## config.mk

```make
export PLATFORM = sky130hd
export DESIGN_NAME = dbgtg_ctrl
export DESIGN_NICKNAME = d
export VERILOG_FILES = /design/src/common/dbgtg_pkg.sv /design/src/logic/dbgtg_ctrl.sv
export SDC_FILE = /design/constraint.sdc
export NUM_CORES = 1
export LEC_CHECK = 0
export BUFFER_PORTS_ARGS = -buffer_cell sky130_fd_sc_hd__buf_4
export CORE_MARGIN = 5
export CORE_UTILIZATION = 40
export CTS_BUF_LIST = sky130_fd_sc_hd__clkbuf_4 sky130_fd_sc_hd__clkbuf_8 sky130_fd_sc_hd__clkbuf_16
export CTS_CLUSTER_DIAMETER = 30
export DETAILED_ROUTE_END_ITERATION = 7
export PLACE_DENSITY_LB_ADDON = 0.15
export SLEW_MARGIN = 20
export SYNTH_ARGS = -nofsm -noshare
export SYNTH_HDL_FRONTEND = slang
export SYNTH_SLANG_ARGS = --single-unit
```

## constraint.sdc

```tcl
create_clock -name clock_i -period 3.6 [get_ports clock_i]
set_input_delay 0.72 -clock clock_i [delete_from_list [all_inputs] [get_ports clock_i]]
set_output_delay 0.72 -clock clock_i [all_outputs]
set_load 0.03 [all_outputs]
```

## src/common/dbgtg_pkg.sv

```systemverilog
`default_nettype none
// ============================================================
// shared constants for the thread group control block
package dbgtg_pkg;
    localparam int DBGTG_THREADS = 6;
    localparam int DBGTG_AW = 4;
    // register byte offsets
    localparam logic [DBGTG_AW-1:0] DBGTG_OFS_EXT = 4'h0;
    localparam logic [DBGTG_AW-1:0] DBGTG_OFS_BRK = 4'h4;
    localparam logic [DBGTG_AW-1:0] DBGTG_OFS_STAT = 4'h8;
    // field positions (low bit of each six-bit field)
    localparam int DBGTG_EXT_RESUME_LSB = 16;
    localparam int DBGTG_EXT_BREAK_LSB = 8;
    localparam int DBGTG_HWBP1_LSB = 24;
    localparam int DBGTG_HWBP0_LSB = 16;
    localparam int DBGTG_SWBP_LSB = 8;
    // value of every select field after reset
    localparam logic [5:0] DBGTG_FIELD_RST = 6'h3F;
    // answer for an unmapped read
    localparam logic [31:0] DBGTG_UNMAPPED = 32'h0000_0000;
endpackage : dbgtg_pkg
`default_nettype wire

```

## src/logic/dbgtg_ctrl.sv

```systemverilog
`default_nettype none
module dbgtg_ctrl
    import dbgtg_pkg::*;
(
    // clock and reset
    input wire logic clock_i,
    input wire logic rst_i,
    // avalon-mm slave
    input wire logic [DBGTG_AW-1:0] avs_address_i,
    input wire logic avs_read_i,
    input wire logic avs_write_i,
    input wire logic [31:0] avs_writedata_i,
    input wire logic [3:0] avs_byteenable_i,
    output logic [31:0] avs_readdata_o,
    output logic avs_waitrequest_o,
    // trigger pulses
    input wire logic ext_resume_i,
    input wire logic ext_break_i,
    input wire logic hwbp0_hit_i,
    input wire logic hwbp1_hit_i,
    input wire logic swbp_hit_i,
    // per-thread commands to the core
    output logic [DBGTG_THREADS-1:0] thread_halt_o,
    output logic [DBGTG_THREADS-1:0] thread_resume_o
);

    // ============================================================
    // register map, byte offsets
    //   0x0 external select
    //       21:16 threads released by an external resume
    //       13:8  threads halted by an external break
    //   0x4 breakpoint select
    //       29:24 threads halted by breakpoint one
    //       21:16 threads halted by breakpoint zero
    //       13:8  threads halted by a software breakpoint
    //   0x8 status, read only
    //       5:0   threads now in debug
    //   fields are six bits, thread zero at the low bit
    //   other offsets read as zero and drop writes
    //   byte lane zero holds no field and is ignored
    // bus timing
    //   a request is taken while no answer is pending; waitrequest
    //   then drops for exactly one cycle, so every access has one
    //   wait state and back to back requests are safe
    // trigger timing
    //   a trigger high at an edge gives a one-cycle command pulse
    //   from that same edge; a thread halted and resumed together
    //   stays halted

    // ============================================================
    // state
    // thread masks hold one bit per thread, thread zero at bit 0
    typedef struct packed {
        logic [DBGTG_THREADS-1:0] ext_resume_sel;
        logic [DBGTG_THREADS-1:0] ext_break_sel;
        logic [DBGTG_THREADS-1:0] hwbp1_sel;
        logic [DBGTG_THREADS-1:0] hwbp0_sel;
        logic [DBGTG_THREADS-1:0] swbp_sel;
        logic [DBGTG_THREADS-1:0] in_debug;
        logic [DBGTG_THREADS-1:0] halt;
        logic [DBGTG_THREADS-1:0] resume;
        logic waitreq;
        logic [31:0] rdata;
    } dbgtg_state_t;

    dbgtg_state_t state_q;
    dbgtg_state_t state_d;

    // ============================================================
    // next state
    always_comb
    begin
        logic [DBGTG_THREADS-1:0] halt_set;
        logic [DBGTG_THREADS-1:0] res_set;
        logic access;
        logic wr_go;
        logic rd_go;
        logic sel_ext;
        logic sel_brk;
        logic sel_stat;
        halt_set = '0;
        res_set = '0;
        state_d = state_q;
        // a request is taken only while no answer is pending
        access = (avs_read_i || avs_write_i) && state_q.waitreq;
        wr_go = access && avs_write_i;
        rd_go = access && avs_read_i;
        // word decode, any other offset is unmapped
        sel_ext = (avs_address_i == DBGTG_OFS_EXT);
        sel_brk = (avs_address_i == DBGTG_OFS_BRK);
        sel_stat = (avs_address_i == DBGTG_OFS_STAT);
        // each trigger masks its own field, several combine by union
        if (ext_break_i)
        begin
            halt_set = halt_set | state_q.ext_break_sel;
        end
        if (hwbp1_hit_i)
        begin
            halt_set = halt_set | state_q.hwbp1_sel;
        end
        if (hwbp0_hit_i)
        begin
            halt_set = halt_set | state_q.hwbp0_sel;
        end
        if (swbp_hit_i)
        begin
            halt_set = halt_set | state_q.swbp_sel;
        end
        // resume reaches only the threads of its own field
        if (ext_resume_i)
        begin
            res_set = state_q.ext_resume_sel;
        end
        state_d.halt = halt_set;
        // a halt in the same cycle wins over resume for that thread
        state_d.resume = res_set & ~halt_set;
        // status: set by halt, cleared by resume, halt wins
        state_d.in_debug = (state_q.in_debug & ~res_set) | halt_set;
        // answer one cycle after the request is taken, for one cycle
        state_d.waitreq = !access;
        // lane one carries the two fields at bits 13:8
        if (wr_go && avs_byteenable_i[1])
        begin
            if (sel_ext)
            begin
                state_d.ext_break_sel = avs_writedata_i[
                    DBGTG_EXT_BREAK_LSB +: DBGTG_THREADS];
            end
            else if (sel_brk)
            begin
                state_d.swbp_sel = avs_writedata_i[
                    DBGTG_SWBP_LSB +: DBGTG_THREADS];
            end
        end
        // lane two carries the two fields at bits 21:16
        if (wr_go && avs_byteenable_i[2])
        begin
            if (sel_ext)
            begin
                state_d.ext_resume_sel = avs_writedata_i[
                    DBGTG_EXT_RESUME_LSB +: DBGTG_THREADS];
            end
            else if (sel_brk)
            begin
                state_d.hwbp0_sel = avs_writedata_i[
                    DBGTG_HWBP0_LSB +: DBGTG_THREADS];
            end
        end
        // lane three carries only breakpoint one at bits 29:24
        if (wr_go && avs_byteenable_i[3] && sel_brk)
        begin
            state_d.hwbp1_sel = avs_writedata_i[
                DBGTG_HWBP1_LSB +: DBGTG_THREADS];
        end
        // read data, unused bits zero, held until the next read
        if (rd_go)
        begin
            state_d.rdata = DBGTG_UNMAPPED;
            if (sel_ext)
            begin
                state_d.rdata[DBGTG_EXT_RESUME_LSB +: DBGTG_THREADS] =
                    state_q.ext_resume_sel;
                state_d.rdata[DBGTG_EXT_BREAK_LSB +: DBGTG_THREADS] =
                    state_q.ext_break_sel;
            end
            else if (sel_brk)
            begin
                state_d.rdata[DBGTG_HWBP1_LSB +: DBGTG_THREADS] =
                    state_q.hwbp1_sel;
                state_d.rdata[DBGTG_HWBP0_LSB +: DBGTG_THREADS] =
                    state_q.hwbp0_sel;
                state_d.rdata[DBGTG_SWBP_LSB +: DBGTG_THREADS] =
                    state_q.swbp_sel;
            end
            else if (sel_stat)
            begin
                state_d.rdata[DBGTG_THREADS-1:0] = state_q.in_debug;
            end
        end
    end

    // ============================================================
    // registers
    always_ff @(posedge clock_i)
    begin
        if (rst_i)
        begin
            // every field selects all threads after reset
            state_q.ext_resume_sel <= DBGTG_FIELD_RST;
            state_q.ext_break_sel <= DBGTG_FIELD_RST;
            state_q.hwbp1_sel <= DBGTG_FIELD_RST;
            state_q.hwbp0_sel <= DBGTG_FIELD_RST;
            state_q.swbp_sel <= DBGTG_FIELD_RST;
            // no thread in debug, no command, no answer pending
            state_q.in_debug <= '0;
            state_q.halt <= '0;
            state_q.resume <= '0;
            state_q.waitreq <= 1'b1;
            state_q.rdata <= DBGTG_UNMAPPED;
        end
        else
        begin
            state_q <= state_d;
        end
    end

    // ============================================================
    // outputs, each straight from a flop
    // read data of the last read
    assign avs_readdata_o = state_q.rdata;
    // wait while no answer is due, idle included
    assign avs_waitrequest_o = state_q.waitreq;
    // one-cycle command pulses to the core
    assign thread_halt_o = state_q.halt;
    assign thread_resume_o = state_q.resume;

endmodule : dbgtg_ctrl
`default_nettype wire

```

-- After elaboration in Yosys (flattened, before gate mapping)
Index checks and enable logic that the tools add are counted.
- register bits after elaboration: 73
- logic and storage cells: 49
- equal/unequal tests: 2
- muxes and demuxes: 14
- bitwise logic cells: 9
- reductions and logical operators: 14
- operators by type and width (kind ; number):
    $mux W6 ; 14
    $or A6 B6 Y6 ; 4
    $and A6 B6 Y6 ; 2
    $not A6 Y6 ; 2
    $logic_and A1 B1 Y1 ; 7
    $reduce_and A3 Y1 ; 2
    $eq A4 B3 Y1 const B ; 1
    $eq A4 B4 Y1 const B ; 1
    $logic_not A4 Y1 ; 1
    $reduce_and A2 Y1 ; 2
    $logic_not A1 Y1 ; 1
    $logic_or A1 B1 Y1 ; 1
    $not A1 Y1 ; 1

-- Longest topological paths before layout
Gate-level depths: netlist (run 1).
- depth after elaboration: 9
- depth in mapped cells: 5
- mapped depth without buffers: 3

-- Worst setup path before layout (run 1)
No wires, ideal clock.
- path type: input-to-reg
- start: input port avs_address_i[2]
- end: register state_q[52] in the netlist's numbering
- data arrival time: 1.815 ns
- slack: 1.665 ns
- cell stages on the path: 4
- path buffers: 1
- path through: buf_4 -> nor4b_4 -> nand3_4 -> a211o_1
- cells in the longest elaborated chain, start to end: 3
- elaborated cells between the ends (all ways): 4
- classes of those cells: 1 x eq/ne; 1 x bitwise; 2 x reduce/logical
- ends and longest elaborated chain (item ; RTL line ; text):
    start: declaration ; dbgtg_ctrl.sv:9 ; input wire logic [DBGTG_AW-1:0] avs_address_i,
    $logic_not A4 Y1 ; dbgtg_ctrl.sv:89 ; sel_ext = (avs_address_i == DBGTG_OFS_EXT);
    $not A1 Y1 (no source line) ; - ;
    $reduce_and A3 Y1 (no source line) (*) ; - ;
    end signal: assignment ; dbgtg_ctrl.sv:203 ; state_q <= state_d;
    end: declaration ; dbgtg_ctrl.sv:66 ; dbgtg_state_t state_q;
Mark *: on every way between the ends. The rest lies on a longest branch, timed or not.
A chain may end at the register's enable or synchronous reset.

-- Final worst setup path (run 1)
- start: input port avs_address_i[2]
- end: register state_q[67] in the netlist's numbering
- cells in the longest elaborated chain, start to end: 2
- ends and longest elaborated chain (item ; RTL line ; text):
    $eq A4 B3 Y1 ; dbgtg_ctrl.sv:90 ; sel_brk = (avs_address_i == DBGTG_OFS_BRK);
    $logic_and A1 B1 Y1 ; dbgtg_ctrl.sv:150 ; if (wr_go && avs_byteenable_i[3] && sel_brk)
Every way passes these cells.

==> impl_metrics.py, run 1 <==
metrics = {
    "cts": {
        "clockBufferDepth": 2,
        "clk_pin_slew_ps": 80,
        "cts_tree": "done",
        "cts_root_buf": "clkbuf_8",
        "numCtsBuffers": 9,
        "postCtsSetupRepairBufs": 0,
        "htreeDepth": 3,
        "clkLatencyLatePin_ps": 350,
        "ctsHoldBuffers": 0,
        "cts_sinks": 73,
        "ctsResizeCount": 0,
    },
    "power_and_ir_drop": {
        "power_mw": 1.68,
        "leakage_nw": 1.62,
        "ir_worst_vdd_uv": 162,
        "powerDensity_nw_per_um2": 460,
    },
    "logic_synthesis": {
        "synthArstFlopShare": 0,
        "yosys-mux-area-fraction": 0.0885,
        "synth-main-ff-cell": "dfxtp_1",
        "syn_avg_cell_area_sq_um": 9.29,
        "syn_area_sq_um": 3170,
        "ys_seq_elements": 73,
        "synth-simple-area-share": 0.171,
        "seq_area_frac_synth": 0.461,
        "synth_area_leader_cell": "dfxtp_1",
        "synthCells": 341,
        "synth_cell_types": 33,
        "synth_top_family_by_area": "simple AND/OR/NAND/NOR gates",
        "yosys.area.top_type_share": 0.461,
        "synthAdderAreaFrac": 0,
        "yosys-top-cells-area": "dfxtp_1 46%, buf_4 11%, mux2i_1 8.9%, nor2_1 6.9%, a211oi_1 2.8%",
        "yosysWarningCount": 0,
        "synthXorXnorAreaFrac": 0,
        "synth_edf_count": 0,
        "synth_compound_area_frac": 0.148,
    },
    "detailed_routing": {
        "drc": 0,
        "drt-vias-per-instance": 5.07,
        "wl_um": 7660,
        "ant_nets": 0,
        "vias": 2414,
        "dr.pass1.iters": 5,
        "first_iter_violations": 101,
        "routedWlPerCell_um": 16.1,
    },
    "finish": {
        "post-route-util": 0.472,
        "fin_nets": 418,
        "multiInputGateArea_sq_um": 1320,
        "drive_gt1_frac": 0.249,
        "area_growth_syn_to_layout_pct": 15.3,
        "final_common_cell": "dfxtp_1",
        "nFillCells": 775,
        "seq_area_sq_um": 1460,
        "antenna_cells": 0,
        "most-common-layout-cells": "73 x dfxtp_1, 72 x buf_4, 58 x nor2_1, 28 x mux2i_1, 19 x nand2_1",
    },
    "timing": {
        "fin_skew_ps": 4.90,
        "layout_setup_ws_ps": 1610,
        "timing.final.crit_share": 0.553,
        "finalHoldViolations": 0,
        "maxSlewHeadroom": 0.312,
        "timing.fmax_mhz": 502,
        "setup_viol": 0,
        "worst_slew_pin_slew_ps": 1030,
        "rsz0062_at_grt": "no",
        "finalCriticalPeriod_ps": 1990,
        "whs_ps": 457,
        "slew_violations": 0,
        "finalSetupTns_ps": 0,
    },
    "global_route": {
        "track_usage": 0.161,
        "grt_max_degree": 60,
        "antenna_found_initial": 0,
        "grt_pass1_vias": 2362,
        "grt_overflow": 0,
        "grt_pass1_wl_um": 12100,
    },
    "worst_setup_path": {
        "crit_arrival_ps": 2230,
        "critPathCaptureType": "register",
        "crit_type": "primary input to register",
        "r2r_cells": 3,
        "critPathMaxFanout": 17,
        "crit_required_ps": 3840,
        "critPathLaunchType": "primary input",
    },
    "floorplanning": {
        "dieArea_sq_um": 9800,
        "start_util": 0.410,
        "die_x_um": 99.0,
        "io_pins": 94,
        "die_h_um": 99.0,
        "core_sq_um": 7730,
        "row_count": 32,
    },
    "run": {
        "maxCapViolCount": 0,
    },
    "outcome": {
        "status": "completed",
    },
    "placement": {
        "dpl.hpwl_um": 5610,
        "place_congestion": 0.788,
        "pre_cts_ws_ps": 1230,
        "portBuffers": 70,
    },
    "hold_path": {
        "min_path_type": "register to register",
        "hold_depth": 2,
    },
}
[where the power goes]
group          switching [mW]  internal [mW]
sequential             0.0156          0.832
clock                   0.310          0.318
combinational           0.129         0.0759
total                   0.455           1.23
[through the flow]
stage	instances	cell area, sq um
detailed placement	460	3460
global route	476	3650
floorplan	348	3190
CTS	476	3650
finish	476	3650
global placement	460	3460
[per-layer routing]
metal	part of all wire	global-route usage
met1	0.44	0.204
met2	0.47	0.252
met3	0.067	0.0418
met4	0.022	0.0861
met5	0	0
[final timing paths]
| check | start | end | slack (ps) |
|---|---|---|---|
| hold reg to reg | avs_readdata_o[24]$_SDFFE_PP0P_ | avs_readdata_o[24]$_SDFFE_PP0P_ | 460 |
| hold / removal | avs_readdata_o[24]$_SDFFE_PP0P_ | avs_readdata_o[24]$_SDFFE_PP0P_ | 460 |
| setup reg to reg | avs_waitrequest_o$_SDFF_PP1_ | avs_readdata_o[19]$_SDFFE_PP0P_ | 1670 |
| setup / recovery | avs_address_i[2] | state_q[67]$_SDFFE_PP1P_ | 1610 |
[sequential cells by signal (all words and copies together), names as in the netlist]
name / cells
avs_readdata_o: 24
thread_halt_o: 6
state_q: 36
thread_resume_o: 6
avs_waitrequest_o: 1
[synth_stat cells, types with 8 or more instances]
cell	n
clkbuf_1	12
dfxtp_1	73
buf_4	45
nor2_1	58
nand3_1	8
a21oi_1	12
o21ai_0	8
nand2_1	19
mux2i_1	28
a211oi_1	12
[cell families after synthesis]
logic type,after synthesis
other,1
buffers and inverters,63
AOI/OAI and AO/OA,65
DFF,73
and+or+nand+nor,111
muxes,28
[final cells by class]
class	instances	area share
Clock buffer	9	0.0339
Tap cell	102	0.0350
Sequential cell	73	0.400
Clock inverter	7	0.0195
Multi-Input combinational cell	212	0.362
Inverter	1	0.00103
Timing Repair Buffer	72	0.148
[worst max-delay path, cell delays in order]
cell	delay (ps)
buf_4	260
nor4b_4	680
nand3_2	360
mux2i_1	190
No activity file was read; power rests on OpenSTA's default activity.
==> run 2, diff against run 1 <==
--- a/config.mk
+++ b/config.mk
@@ -5,6 +5,7 @@
 export SDC_FILE = /design/constraint.sdc
 export NUM_CORES = 1
 export LEC_CHECK = 0
+export ABC_AREA = 1
 export BUFFER_PORTS_ARGS = -buffer_cell sky130_fd_sc_hd__buf_4
 export CORE_MARGIN = 5
 export CORE_UTILIZATION = 40
==> constraint.sdc (replaced) <==
create_clock -name clock_i -period 1.9 [get_ports clock_i]
set_input_delay 0.38 -clock clock_i [delete_from_list [all_inputs] [get_ports clock_i]]
set_output_delay 0.38 -clock clock_i [all_outputs]
set_load 0.03 [all_outputs]
==> impl_metrics.py, run 2 <==
metrics = {
    "finish": {
        "area_growth_syn_to_layout_pct": 16.4,
        "final_common_cell": "nand3_1",
        "regMostFlops": "state_q",
        "fin_area_sq_um": 3930,
        "fin_nets": 523,
        "antenna_cells": 0,
        "drive_gt1_frac": 0.221,
        "largest_reg_flops": 36,
        "nFillCells": 849,
        "most-common-layout-cells": "97 x nand3_1, 90 x nand2_1, 76 x buf_4, 73 x dfxtp_1, 39 x o21ai_0",
    },
    "floorplanning": {
        "dieArea_sq_um": 10400,
        "row_count": 33,
        "io_pins": 94,
        "die_x_um": 102,
        "die_h_um": 102,
        "start_util": 0.411,
        "core_sq_um": 8220,
    },
    "logic_synthesis": {
        "yosys.area.top_type_share": 0.432,
        "synth_area_leader_cell": "dfxtp_1",
        "synth_edf_count": 0,
        "ys_seq_elements": 73,
        "seq_area_frac_synth": 0.432,
        "syn_area_sq_um": 3380,
        "syn_avg_cell_area_sq_um": 7.58,
        "synth-main-ff-cell": "dfxtp_1",
        "synth_cell_types": 25,
        "synth_most_common_cell": "nand3_1",
        "yosysWarningCount": 0,
        "synthCells": 446,
        "synth_common_cells": "97 x nand3_1, 90 x nand2_1, 73 x dfxtp_1",
        "synthArstFlopShare": 0,
        "yosys-top-cells-area": "dfxtp_1 43%, nand3_1 14%, buf_4 10%, nand2_1 10%, o21ai_0 5.8%",
    },
    "global_route": {
        "antenna_found_initial": 0,
        "grt_max_degree": 39,
        "grt_pass1_wl_um": 13500,
        "grt_pass1_vias": 2662,
        "grt_overflow": 0,
        "track_usage": 0.169,
    },
    "placement": {
        "pre_cts_ws_ps": 334,
        "dpl_cell_area_sq_um": 3670,
        "dpl.hpwl_um": 6460,
        "portBuffers": 70,
        "place_congestion": 0.862,
    },
    "timing": {
        "rsz0062_at_grt": "no",
        "finalSetupTns_ps": 0,
        "finalCriticalPeriod_ps": 1490,
        "setup_viol": 0,
        "fin_skew_ps": 9.97,
        "slew_violations": 0,
        "layout_setup_ws_ps": 410,
        "timing.fmax_mhz": 671,
        "finalHoldViolations": 0,
        "timing.final.crit_share": 0.784,
    },
    "detailed_routing": {
        "ant_nets": 0,
        "dr.pass1.iters": 5,
        "drc": 0,
        "drt-vias-per-instance": 5.01,
        "wl_um": 8700,
        "first_iter_violations": 223,
        "vias": 2927,
        "routedWlPerCell_um": 14.9,
    },
    "worst_setup_path": {
        "r2r_setup_slack_ps": 410,
        "r2r_cells": 3,
        "worstReg2RegStart": "avs_waitrequest_o$_SDFF_PP1_",
        "crit_arrival_ps": 1710,
        "reg2reg_to": "state_q[69]$_SDFFE_PP1P_",
        "startpoint": "avs_waitrequest_o$_SDFF_PP1_",
        "critPathLaunchType": "register",
        "critPathCaptureType": "register",
        "critPathMaxFanout": 12,
        "crit_type": "register to register",
        "endpoint": "state_q[69]$_SDFFE_PP1P_",
        "crit_required_ps": 2120,
    },
    "cts": {
        "cts_sinks": 73,
        "postCtsSetupRepairBufs": 0,
        "ctsResizeCount": 0,
        "ctsHoldBuffers": 0,
        "numCtsBuffers": 9,
        "clk_pin_slew_ps": 80,
        "clkLatencyLatePin_ps": 350,
        "htreeDepth": 3,
        "clockBufferDepth": 2,
        "cts_tree": "done",
        "cts_root_buf": "clkbuf_8",
    },
    "power_and_ir_drop": {
        "powerDensity_nw_per_um2": 906,
        "ir_worst_vdd_uv": 389,
        "leakage_nw": 1.76,
        "power_mw": 3.57,
    },
    "run": {
        "maxCapViolCount": 0,
    },
    "hold_path": {
        "min_path_type": "primary input to register",
    },
    "outcome": {
        "status": "completed",
    },
}
[run 2: cell types whose count changed after synthesis, moves of 7 or more]
cell      previous run  this run
a211oi_1            12         0
nand2_1             19        90
nand3_1              8        97
a21oi_1             12        20
o21ai_0              8        39
nor2_1              58        11
a21o_1               7         0
inv_1                1        20
a211o_1              7         0
mux2i_1             28         0
[run 2: final cells by class]
type / instances / area, sq um / area share
well taps: 105 / 131 / 0.0334
clock buffers: 11 / 139 / 0.0353
repair buffers: 77 / 591 / 0.150
multi-input cells: 290 / 1400 / 0.355
flip-flops and latches: 73 / 1460 / 0.372
clock inverters: 5 / 128 / 0.0324
inverters: 23 / 86.3 / 0.0219
[run 2: how the worst min path moves through the flow]
stage	end	start	depth (start not counted)
after global routing	state_q[64]$_SDFFE_PP1P_	avs_writedata_i[25]	3
after CTS	state_q[64]$_SDFFE_PP1P_	avs_writedata_i[25]	3
after global placement	avs_readdata_o[25]$_SDFFE_PP0P_	avs_readdata_o[25]$_SDFFE_PP0P_	2
after floorplan	avs_readdata_o[29]$_SDFFE_PP0P_	avs_readdata_o[29]$_SDFFE_PP0P_	2
final	state_q[64]$_SDFFE_PP1P_	avs_writedata_i[25]	3
after detailed placement	avs_readdata_o[29]$_SDFFE_PP0P_	avs_readdata_o[29]$_SDFFE_PP0P_	2
[run 2: metrics by stage]
stage | instances | util | hold slack, ps
after floorplan | 453 | - | 439
after global placement | 568 | 0.446 | 451
after detailed placement | 568 | 0.446 | 458
after CTS | 584 | 0.479 | 253
after global routing | 584 | 0.479 | 260
final | 584 | 0.479 | 264
[run 2: where the power goes]
group / switching, mW / leakage, nW / internal (mW)
logic: 0.254 / 1.03 / 0.129
registers: 0.0209 / 0.595 / 1.56
clock network: 0.561 / 0.131 / 1.03
total: 0.837 / 1.76 / 2.73
[run 2: layer usage]
| layer | track usage | part of all wire | routed length [um] | up-vias |
|---|---|---|---|---|
| li1 | - | - | - | 1491 |
| met1 | 0.238 | 0.46 | 4040 | 1325 |
| met2 | 0.246 | 0.45 | 3870 | 101 |
| met3 | 0.0430 | 0.076 | 660 | 10 |
| met4 | 0.0696 | 0.014 | 125 | 0 |
| met5 | 0 | 0 | 0 | - |
[run 2: cell families (layout without fill, tap and decap cells)]
family / after synthesis / in the layout / share of synthesized area
and+or+nand+nor: 216 / 216 / 0.307
buffers and inverters: 90 / 116 / 0.162
DFF: 73 / 73 / 0.432
AOI/OAI and AO/OA: 66 / 66 / 0.0981
other: 1 / 8 / 0.00111
[run 2: critical path, cell delays in order (launching register included)]
cell and delay [ps]:
dfxtp_1 480, nand4_1 400, o21ai_0 340, nand3_1 130
